===== config.mk =====
export PLATFORM = sky130hd
export DESIGN_NAME = laser_enable_interlock_sequencer
export DESIGN_NICKNAME = d
export VERILOG_FILES = /design/src/pkg/laser_seq_pkg.sv /design/src/pin_sync.sv /design/src/laser_enable_interlock_sequencer.sv
export SDC_FILE = /design/constraint.sdc
export NUM_CORES = 1
export LEC_CHECK = 0
export BUFFER_PORTS_ARGS = -buffer_cell sky130_fd_sc_hd__buf_2
export CORE_MARGIN = 2
export CORE_UTILIZATION = 50
export DETAILED_ROUTE_END_ITERATION = 10
export GPL_ROUTABILITY_DRIVEN = 1
export HOLD_SLACK_MARGIN = 0.05
export MAX_ROUTING_LAYER = met4
export PLACE_DENSITY = 0.68
export SYNTH_ARGS = -nofsm -noshare
export SYNTH_HDL_FRONTEND = slang
export SYNTH_SLANG_ARGS = --single-unit

===== constraint.sdc =====
create_clock -name core_clk -period 3.45 [get_ports core_clk]
set_input_delay 0.345 -clock core_clk [delete_from_list [all_inputs] [get_ports core_clk]]
set_output_delay 0.345 -clock core_clk [all_outputs]
set_load 0.02 [all_outputs]

===== src/pkg/laser_seq_pkg.sv =====
// Constants shared by the laser enable interlock sequencer.
// Assumes a single 100 MHz core clock; all pins are asynchronous to it.
package laser_seq_pkg;
	// Clock and timing
	localparam longint unsigned CLK_PERIOD_NS = 64'd10;
	localparam longint unsigned HOLD_TIME_MS = 64'd5000;
	localparam longint unsigned NS_PER_MS = 64'd1000000;
	// Least time: round up to whole cycles
	localparam longint unsigned HOLD_CYCLES_L = (HOLD_TIME_MS * NS_PER_MS + CLK_PERIOD_NS - 64'd1) / CLK_PERIOD_NS;
	localparam int unsigned HOLD_CYCLES = 32'(HOLD_CYCLES_L);
	localparam int CNT_W = 29;
	// Synchroniser depth and reset values
	localparam int SYNC_STAGES = 3;
	localparam logic NEED_RESET_RST = 1'b1;
	localparam logic PIN_RST = 1'b0;
endpackage


===== src/pin_sync.sv =====
// Three-stage synchroniser for one asynchronous pin.
// Assumes the pin may change at any time relative to core_clk.
`timescale 1ns/1ps
module pin_sync #(
	parameter logic RST_VAL = laser_seq_pkg::PIN_RST
) (
	input wire logic core_clk,
	input wire logic resetn,
	input wire logic pin_in,
	output logic pin_out
);
	import laser_seq_pkg::*;

	typedef struct packed {
		logic [SYNC_STAGES-1:0] stage;
		logic level;
	} sync_state_t;

	sync_state_t state_reg;
	sync_state_t state_next;

	// Shift chain; level follows once stages two and three agree
	always_comb begin
		state_next = state_reg;
		state_next.stage = {state_reg.stage[SYNC_STAGES-2:0], pin_in};
		if (state_reg.stage[1] == state_reg.stage[2]) begin
			state_next.level = state_reg.stage[2];
		end
	end

	// State register
	always_ff @(posedge core_clk or negedge resetn) begin
		if (!resetn) begin
			state_reg <= '{stage: {SYNC_STAGES{RST_VAL}}, level: RST_VAL};
		end else begin
			state_reg <= state_next;
		end
	end

	assign pin_out = state_reg.level;
endmodule


===== src/laser_enable_interlock_sequencer.sv =====
// Laser RF drive enable sequencer: shutter, interlock, reset/start and thermal fault.
// Assumes raw pins from optoisolators and a 100 MHz core clock.
`timescale 1ns/1ps
module laser_enable_interlock_sequencer #(
	parameter int unsigned HOLD = laser_seq_pkg::HOLD_CYCLES
) (
	input wire logic core_clk,
	input wire logic resetn,
	input wire logic oem_variant_sel,
	input wire logic shutter_switch_grounded,
	input wire logic shutter_open_request,
	input wire logic interlock_closed,
	input wire logic reset_start_request,
	input wire logic over_temp_sense,
	input wire logic pwm_command,
	output logic rf_power_on,
	output logic laser_ready,
	output logic shutter_open_indicator,
	output logic lasing_enabled,
	output logic modulation_out,
	output logic lasing_active_indicator,
	output logic interlock_open_indicator,
	output logic over_temperature_indicator
);
	import laser_seq_pkg::*;

	typedef struct packed {
		logic cfg_done;
		logic oem;
		logic need_reset;
		logic req_prev;
		logic otemp;
		logic [CNT_W-1:0] cnt;
		logic lasing_active_indicator_en;
		logic ready;
		logic shutter_open;
		logic rf_on;
		logic mod_out;
		logic int_open;
		logic temp_out;
	} seq_state_t;

	localparam seq_state_t SEQ_RST = '{cfg_done: 1'b0, oem: 1'b0, need_reset: NEED_RESET_RST,
		req_prev: 1'b0, otemp: 1'b0, cnt: '0, lasing_active_indicator_en: 1'b0, ready: 1'b0, shutter_open: 1'b0,
		rf_on: 1'b0, mod_out: 1'b0, int_open: 1'b0, temp_out: 1'b0};

	seq_state_t state_reg;
	seq_state_t state_next;
	logic shut_gnd_s;
	logic shut_req_s;
	logic intlk_s;
	logic req_s;
	logic temp_s;
	logic pwm_s;
	logic ready_c;
	logic shut_c;
	logic cond_c;

	// Pin synchronisers; every pin is asynchronous to core_clk
	// Pulses shorter than two cycles may be lost, which the sequencing tolerates
	pin_sync u_shut_gnd (.core_clk(core_clk), .resetn(resetn),
		.pin_in(shutter_switch_grounded), .pin_out(shut_gnd_s));
	pin_sync u_shut_req (.core_clk(core_clk), .resetn(resetn),
		.pin_in(shutter_open_request), .pin_out(shut_req_s));
	pin_sync u_intlk (.core_clk(core_clk), .resetn(resetn),
		.pin_in(interlock_closed), .pin_out(intlk_s));
	pin_sync u_req (.core_clk(core_clk), .resetn(resetn),
		.pin_in(reset_start_request), .pin_out(req_s));
	pin_sync u_temp (.core_clk(core_clk), .resetn(resetn),
		.pin_in(over_temp_sense), .pin_out(temp_s));
	pin_sync u_pwm (.core_clk(core_clk), .resetn(resetn),
		.pin_in(pwm_command), .pin_out(pwm_s));

	// Sequencing next state
	always_comb begin
		state_next = state_reg;
		state_next.req_prev = req_s;
		// Variant captured once, first edge after reset release
		if (!state_reg.cfg_done) begin
			state_next.oem = oem_variant_sel;
			state_next.cfg_done = 1'b1;
		end
		// Thermal fault is sticky until power cycle
		if (temp_s) begin
			state_next.otemp = 1'b1;
		end
		// Fault latch for reset toggle
		// A fault wins over a toggle seen in the same cycle
		if (state_reg.oem) begin
			state_next.need_reset = 1'b0;
		end else if (!intlk_s) begin
			state_next.need_reset = 1'b1;
		end else if (state_reg.req_prev && !req_s) begin
			state_next.need_reset = 1'b0;
		end
		// Ready and shutter status
		ready_c = state_reg.cfg_done && !state_next.need_reset && intlk_s && !req_s && !state_next.otemp;
		shut_c = !shut_gnd_s && shut_req_s;
		cond_c = ready_c && shut_c;
		// Five-second countdown restarts when any enable drops
		// Count parks at HOLD-1 once lasing is on, so it never wraps
		if (!cond_c) begin
			state_next.cnt = '0;
			state_next.lasing_active_indicator_en = 1'b0;
		end else if (!state_reg.lasing_active_indicator_en) begin
			if (state_reg.cnt == CNT_W'(HOLD - 1)) begin
				state_next.lasing_active_indicator_en = 1'b1;
			end else begin
				state_next.cnt = state_reg.cnt + CNT_W'(1);
			end
		end
		// Registered outputs
		state_next.ready = ready_c;
		state_next.shutter_open = shut_c;
		state_next.rf_on = cond_c;
		state_next.mod_out = state_next.lasing_active_indicator_en && pwm_s;
		state_next.int_open = !intlk_s;
		state_next.temp_out = temp_s;
	end

	// State register
	always_ff @(posedge core_clk or negedge resetn) begin
		if (!resetn) begin
			state_reg <= SEQ_RST;
		end else begin
			state_reg <= state_next;
		end
	end

	assign rf_power_on = state_reg.rf_on;
	assign laser_ready = state_reg.ready;
	assign shutter_open_indicator = state_reg.shutter_open;
	assign lasing_enabled = state_reg.lasing_active_indicator_en;
	assign modulation_out = state_reg.mod_out;
	assign lasing_active_indicator = state_reg.mod_out;
	assign interlock_open_indicator = state_reg.int_open;
	assign over_temperature_indicator = state_reg.temp_out;
endmodule


## After elaboration in Yosys (flattened, before gate mapping)

Cells that the tools add are included.

| storage, ports and cells | value |
|---|---|
| output and inout bits | 8 |
| bits of input ports | 9 |
| bits in writable memories | 0 |
| bits in read-only memories | 0 |
| bits in latches | 0 |
| register bits after elaboration | 65 |
| memories | 0 |

| operators by class | value |
|---|---|
| $lt $le $gt $ge | 0 |
| equal/unequal tests | 9 |
| reduce and logical (&&, ||, !) cells | 14 |
| shifts and indexed selects | 0 |
| multiply operators | 0 |
| add/subtract/negate cells | 1 |
| div/mod/pow operators | 0 |
| multiplexer cells | 8 |
| bitwise operators | 0 |

Operators by type and width:

| operator | number |
|---|---|
| 2-to-1 mux 30 bit | 2 |
| adder 29 x 1 -> 29 bit (second input constant) | 1 |
| equality test 29 bit (second input constant) | 1 |
| 2-to-1 mux 29 bit | 1 |
| logical AND 1 bit | 8 |
| equality test 1 bit | 6 |
| zero test 1 bit | 5 |
| 2-to-1 mux 1 bit | 5 |
| inequality test 2 bit (second input constant) | 2 |
| AND reduction 2 bit | 1 |

## Longest topological paths before layout

Gate-level depths: netlist of the first run.

| logic depth | value |
|---|---|
| word-level depth | 13 |
| gate-level depth with buffers | 7 |
| mapped depth without buffers | 6 |

## Modules after synthesis

A second synthesis of the first run with hierarchy kept.

| second synthesis, totals | value |
|---|---|
| cell total of the unflattened synthesis | 232 |
| area, all modules | 2732.6 µm² |

By module, submodules not included:

| module | seq. area each (µm²) | instances | cells an instance | area each (µm²) |
|---|---|---|---|---|
| laser_enable_interlock_sequencer | 1027.2 | 1 | 202 | 2064.5 |
| pin_sync | 100.1 | 6 | 5 | 111.4 |

## Least setup slack after synthesis of the first run

Ideal clock, no wire load.

| timing | value |
|---|---|
| kind | flip-flop to flip-flop |
| from | register state_reg[38] (netlist name) |
| to | register state_reg[24] (netlist name) |
| arrival time | 1672 ps |
| data required time | 3315 ps |
| period minus slack after synthesis | 1808 ps |
| buffers on the path | 2 |
| slack | 1642 ps |
| library setup time | 135 ps |
| stages on the path, launching flop included | 7 |
| cells stage by stage | dfstp_2 -> inv_1 -> o311ai_1 -> nand2b_1 -> clkbuf_1 -> buf_1 -> nor2_1 |

| between the ends | value |
|---|---|
| cells in the longest elaborated chain, start to end | 11 |

RTL lines:

| item | line | source |
|---|---|---|
| start, declared | laser_enable_interlock_sequencer.sv:47 | `seq_state_t state_reg;` |
| start signal, assigned | laser_enable_interlock_sequencer.sv:126 | `state_reg <= state_next;` |
| 2-to-1 mux 1 bit (*) | laser_enable_interlock_sequencer.sv:93 | `end else if (state_reg.req_prev && !req_s) begin` |
| 2-to-1 mux 1 bit (*) | laser_enable_interlock_sequencer.sv:91 | `end else if (!intlk_s) begin` |
| 2-to-1 mux 1 bit (*) | laser_enable_interlock_sequencer.sv:89 | `if (state_reg.oem) begin` |
| zero test 1 bit (*) | laser_enable_interlock_sequencer.sv:97 | `ready_c = state_reg.cfg_done && !state_next.need_reset && intlk_s && !req_s && !state_next.otemp;` |
| logical AND 1 bit (*) (4 in a row) | laser_enable_interlock_sequencer.sv:97 |  |
| logical AND 1 bit (*) | laser_enable_interlock_sequencer.sv:99 | `cond_c = ready_c && shut_c;` |
| inequality test 2 bit (no line) | n/a |  |
| AND reduction 2 bit (no line) | n/a |  |

Mark *: on every way between the ends. The rest lies on a longest branch, timed or not.
A chain may end at the register's enable or synchronous reset.

## Final worst setup path of the first run

| timing | value |
|---|---|
| from | register state_reg[15] (netlist name) |
| to | register state_reg[35] (netlist name) |

| between the ends | value |
|---|---|
| cells in the longest elaborated chain, start to end | 4 |

RTL lines:

| item | line | source |
|---|---|---|
| adder 29 x 1 -> 29 bit | laser_enable_interlock_sequencer.sv:109 | `state_next.cnt = state_reg.cnt + CNT_W'(1);` |
| 2-to-1 mux 29 bit | laser_enable_interlock_sequencer.sv:106 | `if (state_reg.cnt == CNT_W'(HOLD - 1)) begin` |
| 2-to-1 mux 30 bit | laser_enable_interlock_sequencer.sv:105 | `end else if (!state_reg.lasing_active_indicator_en) begin` |
| 2-to-1 mux 30 bit | laser_enable_interlock_sequencer.sv:102 | `if (!cond_c) begin` |

Parallel ways exist; a longest one is shown, timed or not. The select of a mux whose other input is x is not followed.

==> impl_metrics.yaml, run 1 <==
clocking:
  cts_made_buffers: 9
  clkTransAtPathRegs_ns: 0.07
  postCtsResizedCells: 0
  cts.path.max_buffers: 2
  clock_latency_ns: 0.34
  cts-root-buf: "clkbuf_8"
  htree_levels: 3
  cts_sinks: 65
  tritoncts: "yes"
grt:
  first_global_vias: 1784
  use_met3_pct: 3.882
  antenna_found_initial: 0
  grt_max_degree: 52
  overflow: 0
  met1_usage_pct: 25.04
  grt_usage_pct: 18.79
  grt_pass1_wl_um: 8328
  grt_use_met2_pct: 27.46
  busiest_layer: "met2"
synth:
  synthesis.area_um2: 2665
  synthTopCellsByCount: "dfrtp_1 (64), nor2_1 (22), xnor2_1 (18)"
  ys.flop_type: "dfrtp_1"
  ys_seq_elements: 65
  synthesis.nets: 242
  synth-edff-count: 0
  yosysWarnings: 0
  ys_top_cells_by_area: "dfrtp_1 (60%), xnor2_1 (5.9%), nor2_1 (3.1%)"
  synth.yosys.seq_area_share_pct: 61.08
  synth.avg_cell_area_um2: 11.49
  synthCells: 232
  yosys.area.top_type: "dfrtp_1"
  synth_top_area_share_pct: 60.09
  synthArstFlopShare_pct: 100.0
  synth.distinct_cells: 47
  yosysMostFrequentCell: "dfrtp_1"
critical_path:
  startpoint_type: "flop"
  max_stage_delay_ns: 0.50
  cp.arrival_ns: 2.25
  end_kind: "flop"
  cp.required_ns: 3.64
  crit_chain: "and4_1 > nand4_1 > nor4_1 > xnor2_1 > nor2_1"
  crit_family: "simple AND/OR/NAND/NOR gates"
  critPathKind: "reg -> reg"
  path_buf_inv: 0
  crit_slowest_cell: "nor4_1"
  path_max_fanout: 12
power:
  p_clk_share_pct: 46.9
  seqPwrFrac_pct: 50.5
  p_int_w: 0.001255
  p_switching_w: 0.0003305
  peakVddDrop_uv: 369.5
  swShare_pct: 20.84
  powerDensity_nw_per_um2: 518.5
  power_w: 0.001586
  power_leakage_nw: 1.232
  combPwrFrac_pct: 2.6
route:
  routed_wl_um: 4632
  viasPerCell: 5.273
  drt_first_pass_iters: 4
  vias: 1740
  ant_nets: 0
  drc: 0
  wl_per_cell_um: 14.04
  drt_iter0_drc: 104
floorplan:
  ios: 17
  rows: 26
  fp.coreArea_um2: 5140
  die_h_um: 77.01
  dieArea_um2: 5930
  die_x_um: 77.01
  start_util_pct: 51.85
sta:
  setup_violations: 0
  holdWs_ns: 0.1070
  max_slew.worst_pin.slew_ns: 0.7382
  fin_tns_setup_ns: 0
  max_clock_freq_mhz: 485.5
  final_max_slew_viol_count: 0
  fin_crit_ns: 2.060
  min_period_over_period_pct: 59.70
  finalHoldViolations: 0
  fin_skew_ns: 0.004478
  rsz0062_at_grt: "no"
  max_slew_margin_pct: 50.79
worst_hold_path:
  hold_path_class: "in -> reg"
cells_and_area:
  final_area_um2: 3058
  antenna_cells: 0
  regArea_um2: 1628
  multi_input_area_um2: 958.4
  synthToLayoutAreaGrowth_pct: 14.74
  drive_gt1_share_pct: 18.08
  largest_reg_flops: 34
  finish.utilization_pct: 59.49
  layout.nets: 265
  fillers: 463
placed_design:
  placed_area_um2: 2810
  gp_congestion: 0.8162
  portBuffers: 16
  dp_hpwl_um: 3253
job:
  maxCapViolCount: 0
run_status:
  outcome: "completed"
-- metrics by stage --
step           std cells  worst slack (ns)
6_report             330             1.390
5_1_grt              330             1.196
4_1_cts              330             1.371
3_5_place_dp         313             1.342
3_3_place_gp         313             1.434
2_1_floorplan        232             1.642
-- worst register-to-register path, delay by kind of cell, from the launching register on --
family / cells / cell delay, ns
xor+xnor: 1 / 0.16
flops: 1 / 0.41
simple gates: 4 / 1.35
-- cells by family after synthesis --
| kind of cell | count (synthesis) | share of synthesized area [%] |
|---|---|---|
| adder cells (fa/ha/maj) | 7 | 2.723 |
| other | 1 | 0.1407 |
| AO/OA/AOI/OAI | 24 | 5.259 |
| AND/OR/NAND/NOR | 97 | 21.17 |
| buffers and inverters | 18 | 2.958 |
| XOR/XNOR | 19 | 6.244 |
| flip-flops | 65 | 61.08 |
| multiplexers | 1 | 0.4225 |
-- placed cells by master, fill, tap and decap left out, types with 2 or more instances in the layout --
| master | n |
|---|---|
| nor4_1 | 3 |
| nor2b_1 | 3 |
| nor2_2 | 3 |
| maj3_1 | 6 |
| inv_1 | 10 |
| buf_4 | 2 |
| and3_1 | 4 |
| clkbuf_8 | 11 |
| buf_2 | 16 |
| nor3_1 | 5 |
| nor4_2 | 5 |
| nand2_1 | 14 |
| dfrtp_1 | 64 |
| o21ai_1 | 4 |
| or3_1 | 4 |
| or2_1 | 2 |
| xnor2_1 | 18 |
| and4_1 | 5 |
| o21ai_0 | 3 |
| nand3_1 | 8 |
| a21oi_1 | 10 |
| clkinv_4 | 2 |
| bufinv_16 | 2 |
| nor4b_1 | 2 |
| nor2_1 | 22 |
| nand4_1 | 8 |
-- power by group through the flow --
stage,registers [W],clock network (W),logic (W)
6_report,0.000801,0.000743,0.0000416
5_1_grt,0.000804,0.000791,0.0000478
4_1_cts,0.000801,0.000757,0.0000432
3_5_place_dp,0.000816,0,0.0000421
3_3_place_gp,0.000815,0,0.0000414
2_1_floorplan,0.000817,0,0.0000118
-- metal layers --
metal / vias to the layer above / share of wire (%)
met5: - / 0
met4: 0 / 1.9
met3: 10 / 2.2
met2: 14 / 49
met1: 864 / 47
li1: 852 / -
-- area by class of cell --
type	count	area share, %
clock buffer	11	4.951
clock inverter	5	2.823
inverter	11	1.350
multi-input combinational	149	31.34
sequential	65	53.23
tap	70	2.864
timing repair buffer	19	3.437
-- final timing paths --
kind	start	endpoint	slack [ns]	cells after the start
max in group asynchronous	resetn	state_reg[35]	2.09	3
hold reg to reg	u_req.state_next[2]	u_req.state_next[3]	0.35	0
min in group asynchronous	resetn	u_pwm.pin_out	0.44	2
setup reg to reg	state_reg[15]	state_reg[35]	1.39	5
hold / removal	shutter_switch_grounded	u_shut_gnd.state_next[2]	0.11	1
setup / recovery	state_reg[15]	state_reg[35]	1.39	5
-- timing repair --
item,4_1_cts,5_1_grt
hold buffers,1,0
setup buffers,0,0
hold endpoints to repair,14,0
Note: power is estimated with default switching activity, not from simulation.
==> run 2: changes to the inputs <==
- ABC_AREA: not set -> 1
- PLACE_DENSITY: 0.68 -> 0.67
- clock period: 3.45 -> 1.9 ns (I/O delays scaled with it)
==> run 2 against run 1 <==
  * Worst hold slack worse by 0.019 ns
  * Clock skew up 0.0052 ns
  * Non-clock buffer count up 13
  * Largest cell class unchanged
  * Synthesized area up 17%
==> impl_metrics.yaml, run 2 <==
synth:
  ys.flop_type: "dfrtp_1"
  synthArstFlopShare_pct: 100.0
  yosysWarnings: 0
  synthesis.nets: 382
  synth.distinct_cells: 34
  yosys.area.top_type: "dfrtp_1"
  ys_seq_elements: 65
  synth.yosys.seq_area_share_pct: 52.25
  synthesis.area_um2: 3115
  synthTopCellsByCount: "nand2_1 (111), dfrtp_1 (64), nor2_1 (55)"
  synth.avg_cell_area_um2: 8.375
  ys_top_cells_by_area: "dfrtp_1 (51%), nand2_1 (13%), nor2_1 (6.6%)"
  synth_top_area_share_pct: 51.41
  synth-edff-count: 0
  synthCells: 372
  yosysMostFrequentCell: "nand2_1"
run_status:
  outcome: "completed"
floorplan:
  start_util_pct: 52.31
  dieArea_um2: 6878
  die_h_um: 82.94
  ios: 17
  die_x_um: 82.94
  fp.coreArea_um2: 5956
  rows: 28
route:
  wl_per_cell_um: 13.22
  drt_iter0_drc: 171
  ant_nets: 0
  vias: 2513
  drc: 0
  viasPerCell: 5.139
  routed_wl_um: 6465
  drt_first_pass_iters: 5
critical_path:
  crit_slowest_cell: "dfrtp_1"
  max_stage_delay_ns: 0.39
  reg2reg_slack_ns: 0.14
  path_max_fanout: 24
  crit_path_end: "state_reg[27]"
  critPathKind: "reg -> reg"
  cp.required_ns: 2.15
  startpoint_type: "flop"
  cp.arrival_ns: 2.01
  crit_chain: "ha_1 > nand2_1 > nor2_1 > nand2_2 > nor2_2 > nand2_2 > nand2_4 > nand2_8 > clkinv_8 > nand2_1 > o21ai_0"
  end_kind: "flop"
  r2r_start: "state_reg[7]"
  rr_worst_depth: 11
  r2r_end: "state_reg[27]"
  startpoint: "state_reg[7]"
power:
  power_w: 0.002546
  powerDensity_nw_per_um2: 711.6
  peakVddDrop_uv: 549.8
  power_leakage_nw: 1.540
grt:
  overflow: 0
  antenna_found_initial: 0
  grt_max_degree: 41
  grt_usage_pct: 20.63
  grt_pass1_wl_um: 11050
  first_global_vias: 2412
placed_design:
  gp_congestion: 0.9331
  dp_cells: 464
  placed_area_um2: 3301
  dp_hpwl_um: 4584
  portBuffers: 16
cells_and_area:
  final_cells: 489
  final_common_cell: "nand2_1"
  regArea_um2: 1628
  final_area_um2: 3577
  fillers: 547
  drive_gt1_share_pct: 16.43
  largest_reg_flops: 34
  layout.nets: 419
  synthToLayoutAreaGrowth_pct: 14.82
  antenna_cells: 0
  multi_input_area_um2: 1269
  final_cell_mix: "nand2_1 (111), dfrtp_1 (64), nor2_1 (55)"
clocking:
  cts-root-buf: "clkbuf_8"
  htree_levels: 3
  cts_sinks: 65
  clock_latency_ns: 0.35
  cts_made_buffers: 9
  tritoncts: "yes"
  cts.path.max_buffers: 2
  clkTransAtPathRegs_ns: 0.08
sta:
  fin_crit_ns: 1.764
  fin_tns_setup_ns: 0
  setup_violations: 0
  final_max_slew_viol_count: 0
  fin_skew_ns: 0.009698
  rsz0062_at_grt: "no"
  max_clock_freq_mhz: 567.0
  finalHoldViolations: 0
  max_slew.worst_pin.slew_ns: 0.6024
  min_period_over_period_pct: 92.83
  max_slew_margin_pct: 59.84
worst_hold_path:
  hold_path_class: "in -> reg"
job:
  maxCapViolCount: 0
-- run 2: changes by cell type in the layout (fill, tap and decap cells not counted), moves of 8 or more --
cell	before	now
a21oi_1	10	1
inv_1	10	41
nand2_1	14	111
nand3_1	8	16
nor2_1	22	55
o21ai_0	3	11
o21ai_2	0	11
xnor2_1	18	1
-- run 2: per-stage QoR --
| step | utilization (%) | worst slack (ns) | hold slack [ns] |
|---|---|---|---|
| CTS | 59.45 | 0.08503 | 0.07323 |
| finish | 60.06 | 0.1363 | 0.08832 |
| floorplan | - | 0.2724 | -0.1056 |
| detailed placement | 55.42 | 0.01868 | 0.2409 |
| global route | 60.06 | 0.002503 | 0.1078 |
| global placement | 55.42 | 0.1405 | 0.2275 |
-- run 2: logic make-up after synthesis --
| family | share of synthesized area (%) |
|---|---|
| simple gates | 28.96 |
| fa+ha+maj | 2.329 |
| compound gates | 6.907 |
| flops | 52.25 |
| xor+xnor | 1.968 |
| buf+inv | 7.469 |
| other cells | 0.1204 |
-- run 2: per-layer routing --
metal	global-route usage [%]	share of wire [%]	vias to the layer above
li1	-	-	1244
met1	27.17	47	1174
met2	31.16	47	77
met3	5.268	4.5	18
met4	7.303	2.3	0
met5	-	0	-
-- run 2: how the worst min path moves through the flow --
stage	from	to	cells after the start
finish	oem_variant_sel	state_reg[39]	3
global route	oem_variant_sel	state_reg[39]	3
CTS	oem_variant_sel	state_reg[39]	3
detailed placement	resetn	over_temperature_indicator	1
global placement	resetn	state_reg[36]	1
floorplan	resetn	interlock_open_indicator	0
-- run 2: cell type report --
cell class	instances	share of cell area, %
well taps	75	2.623
inverters	44	5.002
clock buffers	11	3.673
flip-flops and latches	65	45.51
multi-input cells	257	35.47
repair buffers	32	6.786
clock inverters	5	0.9444
-- run 2: where the power goes --
group	total, W	switching, W	leakage, nW	internal [W]
clock network	0.00100	0.000532	0.0793	0.000471
registers	0.00145	0.0000213	0.831	0.00143
logic	0.0000904	0.0000533	0.630	0.0000371
-- run 2: worst max-delay path: cells and delay by family, from the launching register on --
| family | cells | cell delay [ns] |
|---|---|---|
| simple gates | 8 | 0.85 |
| flops | 1 | 0.39 |
| fa+ha+maj | 1 | 0.18 |
| buf+inv | 1 | 0.14 |
| compound gates | 1 | 0.09 |
-- run 2: timing repair --
action	in CTS	in global routing
buffers inserted	0	2
cloned	0	0
resized for setup	1	1
hold buffers	7	0
hold endpoints to repair	30	0
endpoints found under the setup margin	1	12
pin swaps	0	1
==> run 3: changes to the inputs <==
- ABC_AREA: 1 -> not set
- PLACE_DENSITY: 0.67 -> 0.68
==> run 3 against run 2 <==
  * Register-to-register slack worse by 0.06 ns
  * Maximum frequency down 3.4%
  * Global-route usage up 0.79 points
  * Die area down 14%
  * Core utilization up 3.7 points
  * Critical path type unchanged
  * Highest routed layer unchanged
==> impl_metrics.yaml, run 3 (synthesized netlist as in run 1, its figures left out) <==
run_status:
  outcome: "completed"
clocking:
  cts_made_buffers: 9
  clkTransAtPathRegs_ns: 0.07
  cts-root-buf: "clkbuf_8"
  tritoncts: "yes"
  cts_sinks: 65
  clock_latency_ns: 0.35
  cts.path.max_buffers: 2
  htree_levels: 3
sta:
  fin_crit_ns: 1.826
  final_max_slew_viol_count: 0
  fin_tns_setup_ns: 0
  max_clock_freq_mhz: 547.6
  fin_skew_ns: 0.008754
  setup_violations: 0
  min_period_over_period_pct: 96.12
  rsz0062_at_grt: "yes"
  holdWs_ns: 0.09168
  finalHoldViolations: 0
floorplan:
  fp.coreArea_um2: 5140
  start_util_pct: 51.85
  rows: 26
  die_h_um: 77.01
  dieArea_um2: 5930
  die_x_um: 77.01
  ios: 17
route:
  wl_per_cell_um: 14.96
  viasPerCell: 5.260
  ant_nets: 0
  vias: 1841
  drc: 0
  drt_iter0_drc: 124
  routed_wl_um: 5236
  drt_first_pass_iters: 4
cells_and_area:
  layout.nets: 285
  synthToLayoutAreaGrowth_pct: 22.96
  finish.utilization_pct: 63.75
  final_cells: 350
  final_cell_mix: "dfrtp_1 (64), nor2_1 (21), xnor2_1 (18)"
  final_common_cell: "dfrtp_1"
  drive_gt1_share_pct: 25.71
  antenna_cells: 0
  largest_reg_flops: 34
critical_path:
  max_stage_delay_ns: 0.59
  cp.arrival_ns: 2.11
  crit_slowest_cell: "or4_1"
  cp.required_ns: 2.19
  path_max_fanout: 3
  end_kind: "flop"
  path_buf_inv: 0
  critPathKind: "reg -> reg"
  startpoint_type: "flop"
  crit_family: "simple AND/OR/NAND/NOR gates"
  crit_chain: "or4_1 > nor4_4 > a21oi_1 > a211o_1 > nand2_1"
grt:
  grt_pass1_wl_um: 9384
  antenna_found_initial: 0
  overflow: 0
  first_global_vias: 1914
  grt_usage_pct: 21.42
  grt_max_degree: 66
power:
  powerDensity_nw_per_um2: 849.1
  peakVddDrop_uv: 582.0
  power_leakage_nw: 1.325
  power_w: 0.002782
worst_hold_path:
  hold_path_class: "in -> reg"
placed_design:
  gp_congestion: 0.8235
  dp_cells: 327
  dp_hpwl_um: 3324
  portBuffers: 16
job:
  maxCapViolCount: 0
run 3: cell types whose count changed in the layout (fill, tap and decap cells not counted), sizes merged, moves of 5 or more:
cell	delta
a21oi	+9
and4	+5
buf	+7
inv	-31
nand2	-103
nand3	-8
nor2	-36
nor4	+8
o21ai	-19
o22ai	-5
xnor2	+17
xor2	-5
run 3: area by class of cell:
class,count,area [µm²]
clock buffer,11,151.4
tap,70,87.58
inverter,11,41.29
timing repair buffer,39,295.3
clock inverter,5,63.81
multi-input combinational,149,1010
fill,413,1863
sequential,65,1628
run 3: per-stage QoR:
step | worst slack [ns] | cell area (µm²)
floorplan | 0.09223 | 2665
global placement | 0.09054 | 2940
detailed placement | -0.007831 | 2940
CTS | 0.008535 | 3228
global route | -0.01330 | 3277
finish | 0.07378 | 3277
run 3: routing by layer:
layer	GRT usage, %	wire length [µm]	part of all wire, %	vias to the layer above
li1	-	-	-	896
met1	28.57	2389	46	909
met2	31.32	2585	49	28
met3	6.353	178	3.4	8
met4	8.036	82	1.6	0
met5	-	0	0	-
run 3: report_power, final:
group	switching, W	internal (W)	leakage (nW)
Combinational	0.0000501	0.0000418	0.388
Sequential	0.0000227	0.00143	0.832
Clock	0.000553	0.000684	0.106
Total	0.000626	0.00216	1.33
run 3: path summary, 6_finish.rpt:
check	from	end	slack, ns	cells past startpoint
max in group asynchronous	resetn	state_reg[38]	1.18	3
setup reg to reg	state_reg[27]	state_reg[14]	0.07	5
hold reg to reg	u_req.state_next[2]	u_req.state_next[3]	0.35	0
min in group asynchronous	resetn	u_shut_gnd.state_next[2]	0.41	3
setup / recovery	state_reg[27]	state_reg[14]	0.07	5
hold / removal	oem_variant_sel	state_reg[39]	0.09	2
run 3: repair_timing:
action / 4_1_cts / 5_1_grt
setup endpoints to repair: 1 / 14
hold endpoints to repair: 70 / 0
gates resized for setup: 1 / 11
setup buffers: 0 / 0
hold buffers: 7 / 0
pin swaps: 0 / 0
